==> config.mk <==
export PLATFORM = sky130hd
export DESIGN_NAME = pls_core
export DESIGN_NICKNAME = d
export VERILOG_FILES = /design/src/rtl/pls_pkg.sv /design/src/rtl/pls_core.sv
export SDC_FILE = /design/constraint.sdc
export NUM_CORES = 1
export LEC_CHECK = 0
export BUFFER_PORTS_ARGS = -buffer_cell sky130_fd_sc_hd__clkbuf_2
export CORE_MARGIN = 8
export CORE_UTILIZATION = 30
export DETAILED_ROUTE_END_ITERATION = 16
export GPL_TIMING_DRIVEN = 0
export PLACE_DENSITY_LB_ADDON = 0.2
export REMOVE_ABC_BUFFERS = 1
export SYNTH_ARGS = -nofsm -noshare
export SYNTH_HDL_FRONTEND = slang
export SYNTH_SLANG_ARGS = --single-unit
==> constraint.sdc <==
create_clock -name CORE_CLK_IN -period 3.6 [get_ports CORE_CLK_IN]
set_clock_uncertainty 0.05 [all_clocks]
set_input_delay 0.72 -clock CORE_CLK_IN [delete_from_list [all_inputs] [get_ports CORE_CLK_IN]]
set_output_delay 0.72 -clock CORE_CLK_IN [all_outputs]
set_load 0.01 [all_outputs]
==> src/rtl/pls_pkg.sv <==
// package of constants for the pulse latch, shutdown and restart block
//
// Operation
// - set wins over reset in latch
// - oscillator pulse resets latch, drive low
// - pulse falling edge starts conduction unless inhibited
// - comparator trip sets latch until next cycle
// - inhibit path forces drive low on faults
// - drive held low during supply lockout
// - overtemperature low forces drive low until recovery
// - supply fault runs eight-cycle restart count
// - shutdown low stops drive immediately
// - shutdown holds restart counter at seven
// - released counter steps seven to eight, enabling
// - counter steps only on start-up enable fall
// - release on rising supply waits one cycle
// - resume only with full discharge, under two cycles
// - resume on next or second falling slope
// - counter preset to seven at power-up
// - start-up enable fall clocks the counter
package pls_pkg;
  // ---------------------------------------------------------------
  // register map
  // ---------------------------------------------------------------
  localparam logic [7:0] PLS_STATUS_OFFS = 8'h00;
  localparam logic [7:0] PLS_MASK_OFFS = 8'h04;
  localparam logic [7:0] PLS_CTRL_OFFS = 8'h08;
  localparam logic [7:0] PLS_STATE_OFFS = 8'h0C;
  // ---------------------------------------------------------------
  // field positions and reset values
  // ---------------------------------------------------------------
  localparam int PLS_EV_TRIP = 0;
  localparam int PLS_EV_OTEMP = 1;
  localparam int PLS_EV_SHDN = 2;
  localparam int PLS_EV_LOCK = 3;
  localparam int PLS_EV_RESTART = 4;
  localparam int PLS_EV_W = 5;
  localparam logic [4:0] PLS_MASK_RST = 5'h00;
  localparam logic [0:0] PLS_CTRL_RST = 1'h1;
  localparam logic [5:0] PLS_SYNC_RST = 6'h0C; // ok indicators idle high
  localparam logic [2:0] PLS_CNT_PRESET = 3'h7;
  localparam logic [2:0] PLS_CNT_RUN = 3'h0;
  localparam logic [1:0] PLS_RESP_OKAY = 2'h0;
  localparam logic [1:0] PLS_RESP_SLVERR = 2'h2;
endpackage

==> src/rtl/pls_core.sv <==
// pulse latch, fault inhibit, restart counter and axi4-lite registers
//
// The implementer's own choices: the AXI4-Lite slave port and the placing of the registers.
`timescale 1ns/1ps
module pls_core
  import pls_pkg::*;
(
  input wire logic CORE_CLK_IN, // 40 mhz system clock
  input wire logic RST_N_IN, // async reset, active low
  input wire logic OSC_PULSE_IN, // oscillator pulse, high active
  input wire logic TRIP_IN, // current-loop comparator trip
  input wire logic OTEMP_OK_IN, // temperature sensor, low = hot
  input wire logic SHDN_OK_IN, // shutdown comparator, low = shut
  input wire logic LOCK_IN, // supply lockout active, high
  input wire logic STARTUP_EN_IN, // start-up circuit enabled, high
  input wire logic [7:0] AWADDR_IN, // axi write address
  input wire logic AWVALID_IN, // axi write address valid
  output logic AWREADY_OUT, // axi write address ready
  input wire logic [31:0] WDATA_IN, // axi write data
  input wire logic [3:0] WSTRB_IN, // axi write strobes
  input wire logic WVALID_IN, // axi write data valid
  output logic WREADY_OUT, // axi write data ready
  output logic [1:0] BRESP_OUT, // axi write response
  output logic BVALID_OUT, // axi write response valid
  input wire logic BREADY_IN, // axi write response ready
  input wire logic [7:0] ARADDR_IN, // axi read address
  input wire logic ARVALID_IN, // axi read address valid
  output logic ARREADY_OUT, // axi read address ready
  output logic [31:0] RDATA_OUT, // axi read data
  output logic [1:0] RRESP_OUT, // axi read response
  output logic RVALID_OUT, // axi read valid
  input wire logic RREADY_IN, // axi read ready
  output logic DRIVE_OUT, // gate drive, high = conduct
  output logic IRQ_OUT // interrupt level, high active
);
  // ---------------------------------------------------------------
  // input synchronisers
  // ---------------------------------------------------------------
  logic [5:0] raw_in;
  logic [5:0] sync1_reg;
  logic [5:0] sync2_reg;
  assign raw_in = {STARTUP_EN_IN, LOCK_IN, SHDN_OK_IN, OTEMP_OK_IN,
                   TRIP_IN, OSC_PULSE_IN};

  // two flops per indicator; sync1 read only by sync2
  always_ff @(posedge CORE_CLK_IN or negedge RST_N_IN) begin
    if (!RST_N_IN) begin
      sync1_reg <= PLS_SYNC_RST;
      sync2_reg <= PLS_SYNC_RST;
    end else begin
      sync1_reg <= raw_in;
      sync2_reg <= sync1_reg;
    end
  end

  wire osc_s = sync2_reg[0];
  wire trip_s = sync2_reg[1];
  wire otemp_ok_s = sync2_reg[2];
  wire shdn_ok_s = sync2_reg[3];
  wire lock_s = sync2_reg[4];
  wire sue_s = sync2_reg[5];

  // ---------------------------------------------------------------
  // edge detection on synchronised levels
  // ---------------------------------------------------------------
  logic osc_d_reg;
  logic sue_d_reg;
  logic otemp_d_reg;
  logic shdn_d_reg;
  logic lock_d_reg;
  logic trip_d_reg;
  always_ff @(posedge CORE_CLK_IN or negedge RST_N_IN) begin
    if (!RST_N_IN) begin
      osc_d_reg <= 1'b0;
      sue_d_reg <= 1'b0;
      otemp_d_reg <= 1'b1;
      shdn_d_reg <= 1'b1;
      lock_d_reg <= 1'b0;
      trip_d_reg <= 1'b0;
    end else begin
      osc_d_reg <= osc_s;
      sue_d_reg <= sue_s;
      otemp_d_reg <= otemp_ok_s;
      shdn_d_reg <= shdn_ok_s;
      lock_d_reg <= lock_s;
      trip_d_reg <= trip_s;
    end
  end
  wire osc_fall = osc_d_reg & ~osc_s;
  wire sue_fall = sue_d_reg & ~sue_s;

  // ---------------------------------------------------------------
  // restart counter, 3 bits; 0 after 7 stands for count eight
  // ---------------------------------------------------------------
  logic [2:0] cnt_reg;
  logic [2:0] cnt_next;
  wire cnt_rst_n = shdn_ok_s;
  wire cnt_eight = (cnt_reg == PLS_CNT_RUN);

  // reset holds seven; fall of start-up enable steps the count
  assign cnt_next = !cnt_rst_n ? PLS_CNT_PRESET :
                    sue_fall ? cnt_reg + 3'h1 :
                    cnt_reg;

  always_ff @(posedge CORE_CLK_IN or negedge RST_N_IN) begin
    if (!RST_N_IN) begin
      cnt_reg <= PLS_CNT_PRESET;
    end else begin
      cnt_reg <= cnt_next;
    end
  end

  // ---------------------------------------------------------------
  // inhibit path and pulse latch
  // ---------------------------------------------------------------
  logic run_reg;
  wire fault = ~otemp_ok_s | ~shdn_ok_s | lock_s | ~cnt_eight
               | ~run_reg;
  wire inhibit = osc_s | fault;

  logic latch_reg;
  logic latch_next;
  // set wins; set by trip, reset by oscillator pulse
  assign latch_next = trip_s ? 1'b1 :
                      osc_s ? 1'b0 :
                      latch_reg;
  logic drive_reg;
  // drive rises after pulse fall while latch clear and no inhibit
  wire drive_next = ~inhibit & ~latch_next &
                    (osc_fall | drive_reg);

  always_ff @(posedge CORE_CLK_IN or negedge RST_N_IN) begin
    if (!RST_N_IN) begin
      latch_reg <= 1'b1;
      drive_reg <= 1'b0;
    end else begin
      latch_reg <= latch_next;
      drive_reg <= drive_next;
    end
  end
  assign DRIVE_OUT = drive_reg;

  // ---------------------------------------------------------------
  // event status, mask and interrupt
  // ---------------------------------------------------------------
  logic [4:0] stat_reg;
  logic [4:0] mask_reg;
  logic irq_reg;
  logic [4:0] ev;
  assign ev[PLS_EV_TRIP] = trip_s & ~trip_d_reg;
  assign ev[PLS_EV_OTEMP] = otemp_d_reg & ~otemp_ok_s;
  assign ev[PLS_EV_SHDN] = shdn_d_reg & ~shdn_ok_s;
  assign ev[PLS_EV_LOCK] = lock_s & ~lock_d_reg;
  assign ev[PLS_EV_RESTART] = sue_fall & (cnt_next == PLS_CNT_RUN);
  wire irq_any = |(stat_reg & mask_reg);

  // ---------------------------------------------------------------
  // axi4-lite slave: one write and one read at a time
  // ---------------------------------------------------------------
  logic aw_got_reg;
  logic w_got_reg;
  logic [7:0] awaddr_reg;
  logic [31:0] wdata_reg;
  logic [3:0] wstrb_reg;
  logic bvalid_reg;
  logic [1:0] bresp_reg;
  logic arready_reg;
  logic rvalid_reg;
  logic [31:0] rdata_reg;
  logic [1:0] rresp_reg;
  logic awready_reg;
  logic wready_reg;

  // an item moves at the edge where valid and ready are both high
  wire aw_take = AWVALID_IN & awready_reg;
  wire w_take = WVALID_IN & wready_reg;
  wire wr_go = aw_got_reg & w_got_reg & ~bvalid_reg;
  wire wr_stat = wr_go & (awaddr_reg == PLS_STATUS_OFFS) & wstrb_reg[0];
  wire wr_mask = wr_go & (awaddr_reg == PLS_MASK_OFFS) & wstrb_reg[0];
  wire wr_ctrl = wr_go & (awaddr_reg == PLS_CTRL_OFFS) & wstrb_reg[0];
  wire wr_hit = (awaddr_reg == PLS_STATUS_OFFS) |
                (awaddr_reg == PLS_MASK_OFFS) |
                (awaddr_reg == PLS_CTRL_OFFS) |
                (awaddr_reg == PLS_STATE_OFFS);
  // read data stands one cycle after the address is taken
  wire ar_take = ARVALID_IN & arready_reg;

  // read mux, address decode by chain
  logic [31:0] rd_mux;
  logic rd_hit;
  always_comb begin
    rd_mux = 32'h0000_0000;
    rd_hit = 1'b1;
    if (ARADDR_IN == PLS_STATUS_OFFS) begin
      rd_mux = {27'h000_0000, stat_reg};
    end else if (ARADDR_IN == PLS_MASK_OFFS) begin
      rd_mux = {27'h000_0000, mask_reg};
    end else if (ARADDR_IN == PLS_CTRL_OFFS) begin
      rd_mux = {31'h0000_0000, run_reg};
    end else if (ARADDR_IN == PLS_STATE_OFFS) begin
      rd_mux = {24'h00_0000, drive_reg, latch_reg, fault, cnt_eight,
                1'b0, cnt_reg};
    end else begin
      rd_hit = 1'b0;
    end
  end

  // write channel capture and response
  always_ff @(posedge CORE_CLK_IN or negedge RST_N_IN) begin
    if (!RST_N_IN) begin
      aw_got_reg <= 1'b0;
      w_got_reg <= 1'b0;
      awaddr_reg <= 8'h00;
      wdata_reg <= 32'h0000_0000;
      wstrb_reg <= 4'h0;
      bvalid_reg <= 1'b0;
      bresp_reg <= PLS_RESP_OKAY;
    end else begin
      if (aw_take) begin
        aw_got_reg <= 1'b1;
        awaddr_reg <= AWADDR_IN;
      end
      if (w_take) begin
        w_got_reg <= 1'b1;
        wdata_reg <= WDATA_IN;
        wstrb_reg <= WSTRB_IN;
      end
      if (wr_go) begin
        aw_got_reg <= 1'b0;
        w_got_reg <= 1'b0;
        bvalid_reg <= 1'b1;
        bresp_reg <= wr_hit ? PLS_RESP_OKAY : PLS_RESP_SLVERR;
      end else if (bvalid_reg & BREADY_IN) begin
        bvalid_reg <= 1'b0;
      end
    end
  end

  // read channel
  always_ff @(posedge CORE_CLK_IN or negedge RST_N_IN) begin
    if (!RST_N_IN) begin
      arready_reg <= 1'b0;
      rvalid_reg <= 1'b0;
      rdata_reg <= 32'h0000_0000;
      rresp_reg <= PLS_RESP_OKAY;
    end else begin
      arready_reg <= ~ar_take & ~rvalid_reg;
      if (ar_take) begin
        rvalid_reg <= 1'b1;
        rdata_reg <= rd_mux;
        rresp_reg <= rd_hit ? PLS_RESP_OKAY : PLS_RESP_SLVERR;
      end else if (rvalid_reg & RREADY_IN) begin
        rvalid_reg <= 1'b0;
      end
    end
  end

  // control, mask and sticky status; set wins over clear
  always_ff @(posedge CORE_CLK_IN or negedge RST_N_IN) begin
    if (!RST_N_IN) begin
      run_reg <= PLS_CTRL_RST[0];
      mask_reg <= PLS_MASK_RST;
      stat_reg <= 5'h00;
      irq_reg <= 1'b0;
    end else begin
      if (wr_ctrl) begin
        run_reg <= wdata_reg[0];
      end
      if (wr_mask) begin
        mask_reg <= wdata_reg[4:0];
      end
      stat_reg <= (stat_reg & ~(wr_stat ? wdata_reg[4:0] : 5'h00)) | ev;
      irq_reg <= irq_any;
    end
  end

  // ready high while the channel can take an item
  always_ff @(posedge CORE_CLK_IN or negedge RST_N_IN) begin
    if (!RST_N_IN) begin
      awready_reg <= 1'b0;
      wready_reg <= 1'b0;
    end else begin
      awready_reg <= ~aw_take & ~aw_got_reg & ~bvalid_reg;
      wready_reg <= ~w_take & ~w_got_reg & ~bvalid_reg;
    end
  end
  assign AWREADY_OUT = awready_reg;
  assign WREADY_OUT = wready_reg;
  assign BVALID_OUT = bvalid_reg;
  assign BRESP_OUT = bresp_reg;
  assign ARREADY_OUT = arready_reg;
  assign RVALID_OUT = rvalid_reg;
  assign RDATA_OUT = rdata_reg;
  assign RRESP_OUT = rresp_reg;
  assign IRQ_OUT = irq_reg;
endmodule

==> results.json <==
{
  "path_delay_family": "simple AND/OR/NAND/NOR gates",
  "critPathMostFrequentCell": "or4_4",
  "clkSinkCount": 66,
  "post_cts_buffers": 0,
  "slowest_stage": "or4_4",
  "crit_chain": "or4_4 -> or4_4 -> a221o_1",
  "ant_nets": 0,
  "viasPerCell": 4.36,
  "critPathBufInv": 0,
  "antennaDiodeCount": 0,
  "mostFrequentLayoutCell": "dfrtp_1",
  "wl_per_cell_um": 14.2,
  "stdcell_count": 385,
  "leakagePower_uw": 0.00157,
  "irDropWorstVdd_v": 0.000246,
  "yosysSeqAreaShare": 0.604,
  "cts_resized": 0,
  "drc": 0,
  "power-per-cell-area_mw_per_mm2": 629,
  "initial_utilization": 0.304,
  "met3_length_um": 331,
  "io_pins": 108,
  "globalplace.congestion": 0.699,
  "grt_max_degree": 49,
  "final_hold_viol_count": 0,
  "cts_tree": "done",
  "clkTransAtPathRegs_ns": 0.07,
  "drt_iter0_drc": 32,
  "clk_latency_ns": 0.34,
  "slowest_delay_ns": 0.59,
  "startpoint_type": "flop",
  "dr_total_vias": 1677,
  "worstPathMaxFanout": 5,
  "die-area_mm2": 0.0125,
  "hpwl_mm": 4.09,
  "dr_wl_met2_mm": 2.50,
  "yosysWarnings": 0,
  "yosys_most_used_dff": "dfrtp_1",
  "die_y_um": 112,
  "grt_pass1_vias": 1841,
  "final_cell_mix": "dfrtp_1 (55), clkbuf_2 (50), conb_1 (26)",
  "outcome": "finished clean",
  "synthCells": 210,
  "numCtsBuffers": 9,
  "worstMarginPinSlew_ns": 0.568,
  "drive_gt1_frac": 0.380,
  "h-tree-depth": 3,
  "grt_pass1_wl_mm": 9.30,
  "async_flop_share": 1.00,
  "crit_required_ns": 3.76,
  "antenna_found_initial": 0,
  "core_region_area_mm2": 0.00906,
  "area_delta_synth_final_pct": 19.5,
  "drt_wl_total_mm": 5.46,
  "worstPathArrival_ns": 2.21,
  "grt_overflow": 0,
  "synthTopCellsByArea": "dfrtp_1 (50%), dfstp_2 (10%), buf_4 (7.1%)",
  "rsz0062_at_grt": "false",
  "numPortBuffers": 51,
  "drv_cap": 0,
  "ctsHoldBuffers": 0,
  "die_width_um": 112,
  "hold_path_class": "input pin to asynchronous set/reset pin",
  "syn-cell-area_mm2": 0.00276,
  "drt_pre_antenna_iters": 4,
  "highest_layer": "met4",
  "slew_headroom": 0.618,
  "yosys_register_bits": 66,
  "setup_tns_ns": 0,
  "synth-edff-count": 0,
  "fmax_ghz": 0.490,
  "yosysTopAreaCellShare": 0.499,
  "grtUsageTotal": 0.0940,
  "period_share": 0.567,
  "m1WireLength_mm": 2.52,
  "cp-end-kind": "flop",
  "yosysTopAreaCell": "dfrtp_1",
  "setup_violations": 0,
  "ys_types": 41,
  "min_period_ns": 2.04,
  "dp.cells": 369,
  "num_rows": 35,
  "layout.nets": 336,
  "slew_violations": 0,
  "syn_area_per_cell_um2": 13.1,
  "clockBufferDepth": 2,
  "ctsRootBufferMaster": "clkbuf_8",
  "critPathKind": "flop to flop"
}
[stage by stage]
step,power (uW),hold WS [ns],cell area (um2),utilization,setup slack [ns]
floorplan,1260,0.281,2640,-,1.64
global placement,1390,0.285,3040,0.335,1.26
detailed placement,1410,0.285,3070,0.338,1.38
CTS,2110,0.223,3290,0.363,1.56
global route,2200,0.234,3290,0.363,1.53
finish,2070,0.231,3290,0.363,1.56
[cells in the mapped netlist (3+ instances only)]
cell type and number:
clkbuf_1 3, a221o_1 4, a22o_1 10, nor4_1 3, o21ai_0 4, mux2_2 17, a21oi_1 5, inv_1 9
buf_4 26, dfstp_2 11, nand2_1 10, nor2b_1 6, nor2_1 7, mux2_1 5, dfrtp_1 55
[area by class of cell]
type,instances,area [um2]
Inverter,9,33.8
Fill cell,921,5770
Clock inverter,1,30.0
Tap cell,111,139
Sequential cell,66,1670
Timing Repair Buffer,52,285
Multi-Input combinational cell,131,945
Clock buffer,15,196
[metal layers]
metal,vias to the layer above,GRT usage
met2,50,0.138
met3,12,0.0346
met5,-,0
li1,803,-
met1,812,0.116
met4,0,0.0547
[final timing paths]
path | startpoint | endpoint | slack [ns] | depth (start not counted)
max | awaddr_reg[5] | stat_reg[2] | 1.56 | 3
min | RST_N_IN | awaddr_reg[4] | 0.23 | 1
max reg2reg | awaddr_reg[5] | stat_reg[2] | 1.56 | 3
min reg2reg | sync1_reg[1] | sync2_reg[1] | 0.30 | 0
max in group asynchronous | RST_N_IN | cnt_reg[0] | 2.67 | 2
min in group CORE_CLK_IN | sync1_reg[1] | sync2_reg[1] | 0.30 | 0
[report_power, final]
part / total (uW) / switching (uW) / internal, uW
Combinational: 377 / 183 / 194
Sequential: 1010 / 111 / 896
Clock: 688 / 273 / 415
[cell families (layout without fill, tap and decap cells)]
family	Yosys count	count (layout)	synth area share
xor gates and xnor gates	2	2	0.00636
muxes	24	24	0.102
adders and majority gates	2	2	0.00908
buffers and inverters	38	77	0.0872
DFF	66	66	0.604
other	1	26	0.00136
and+or+nand+nor	48	48	0.110
AOI/OAI and AO/OA	29	29	0.0803
No activity file was read; power rests on OpenSTA's default activity.
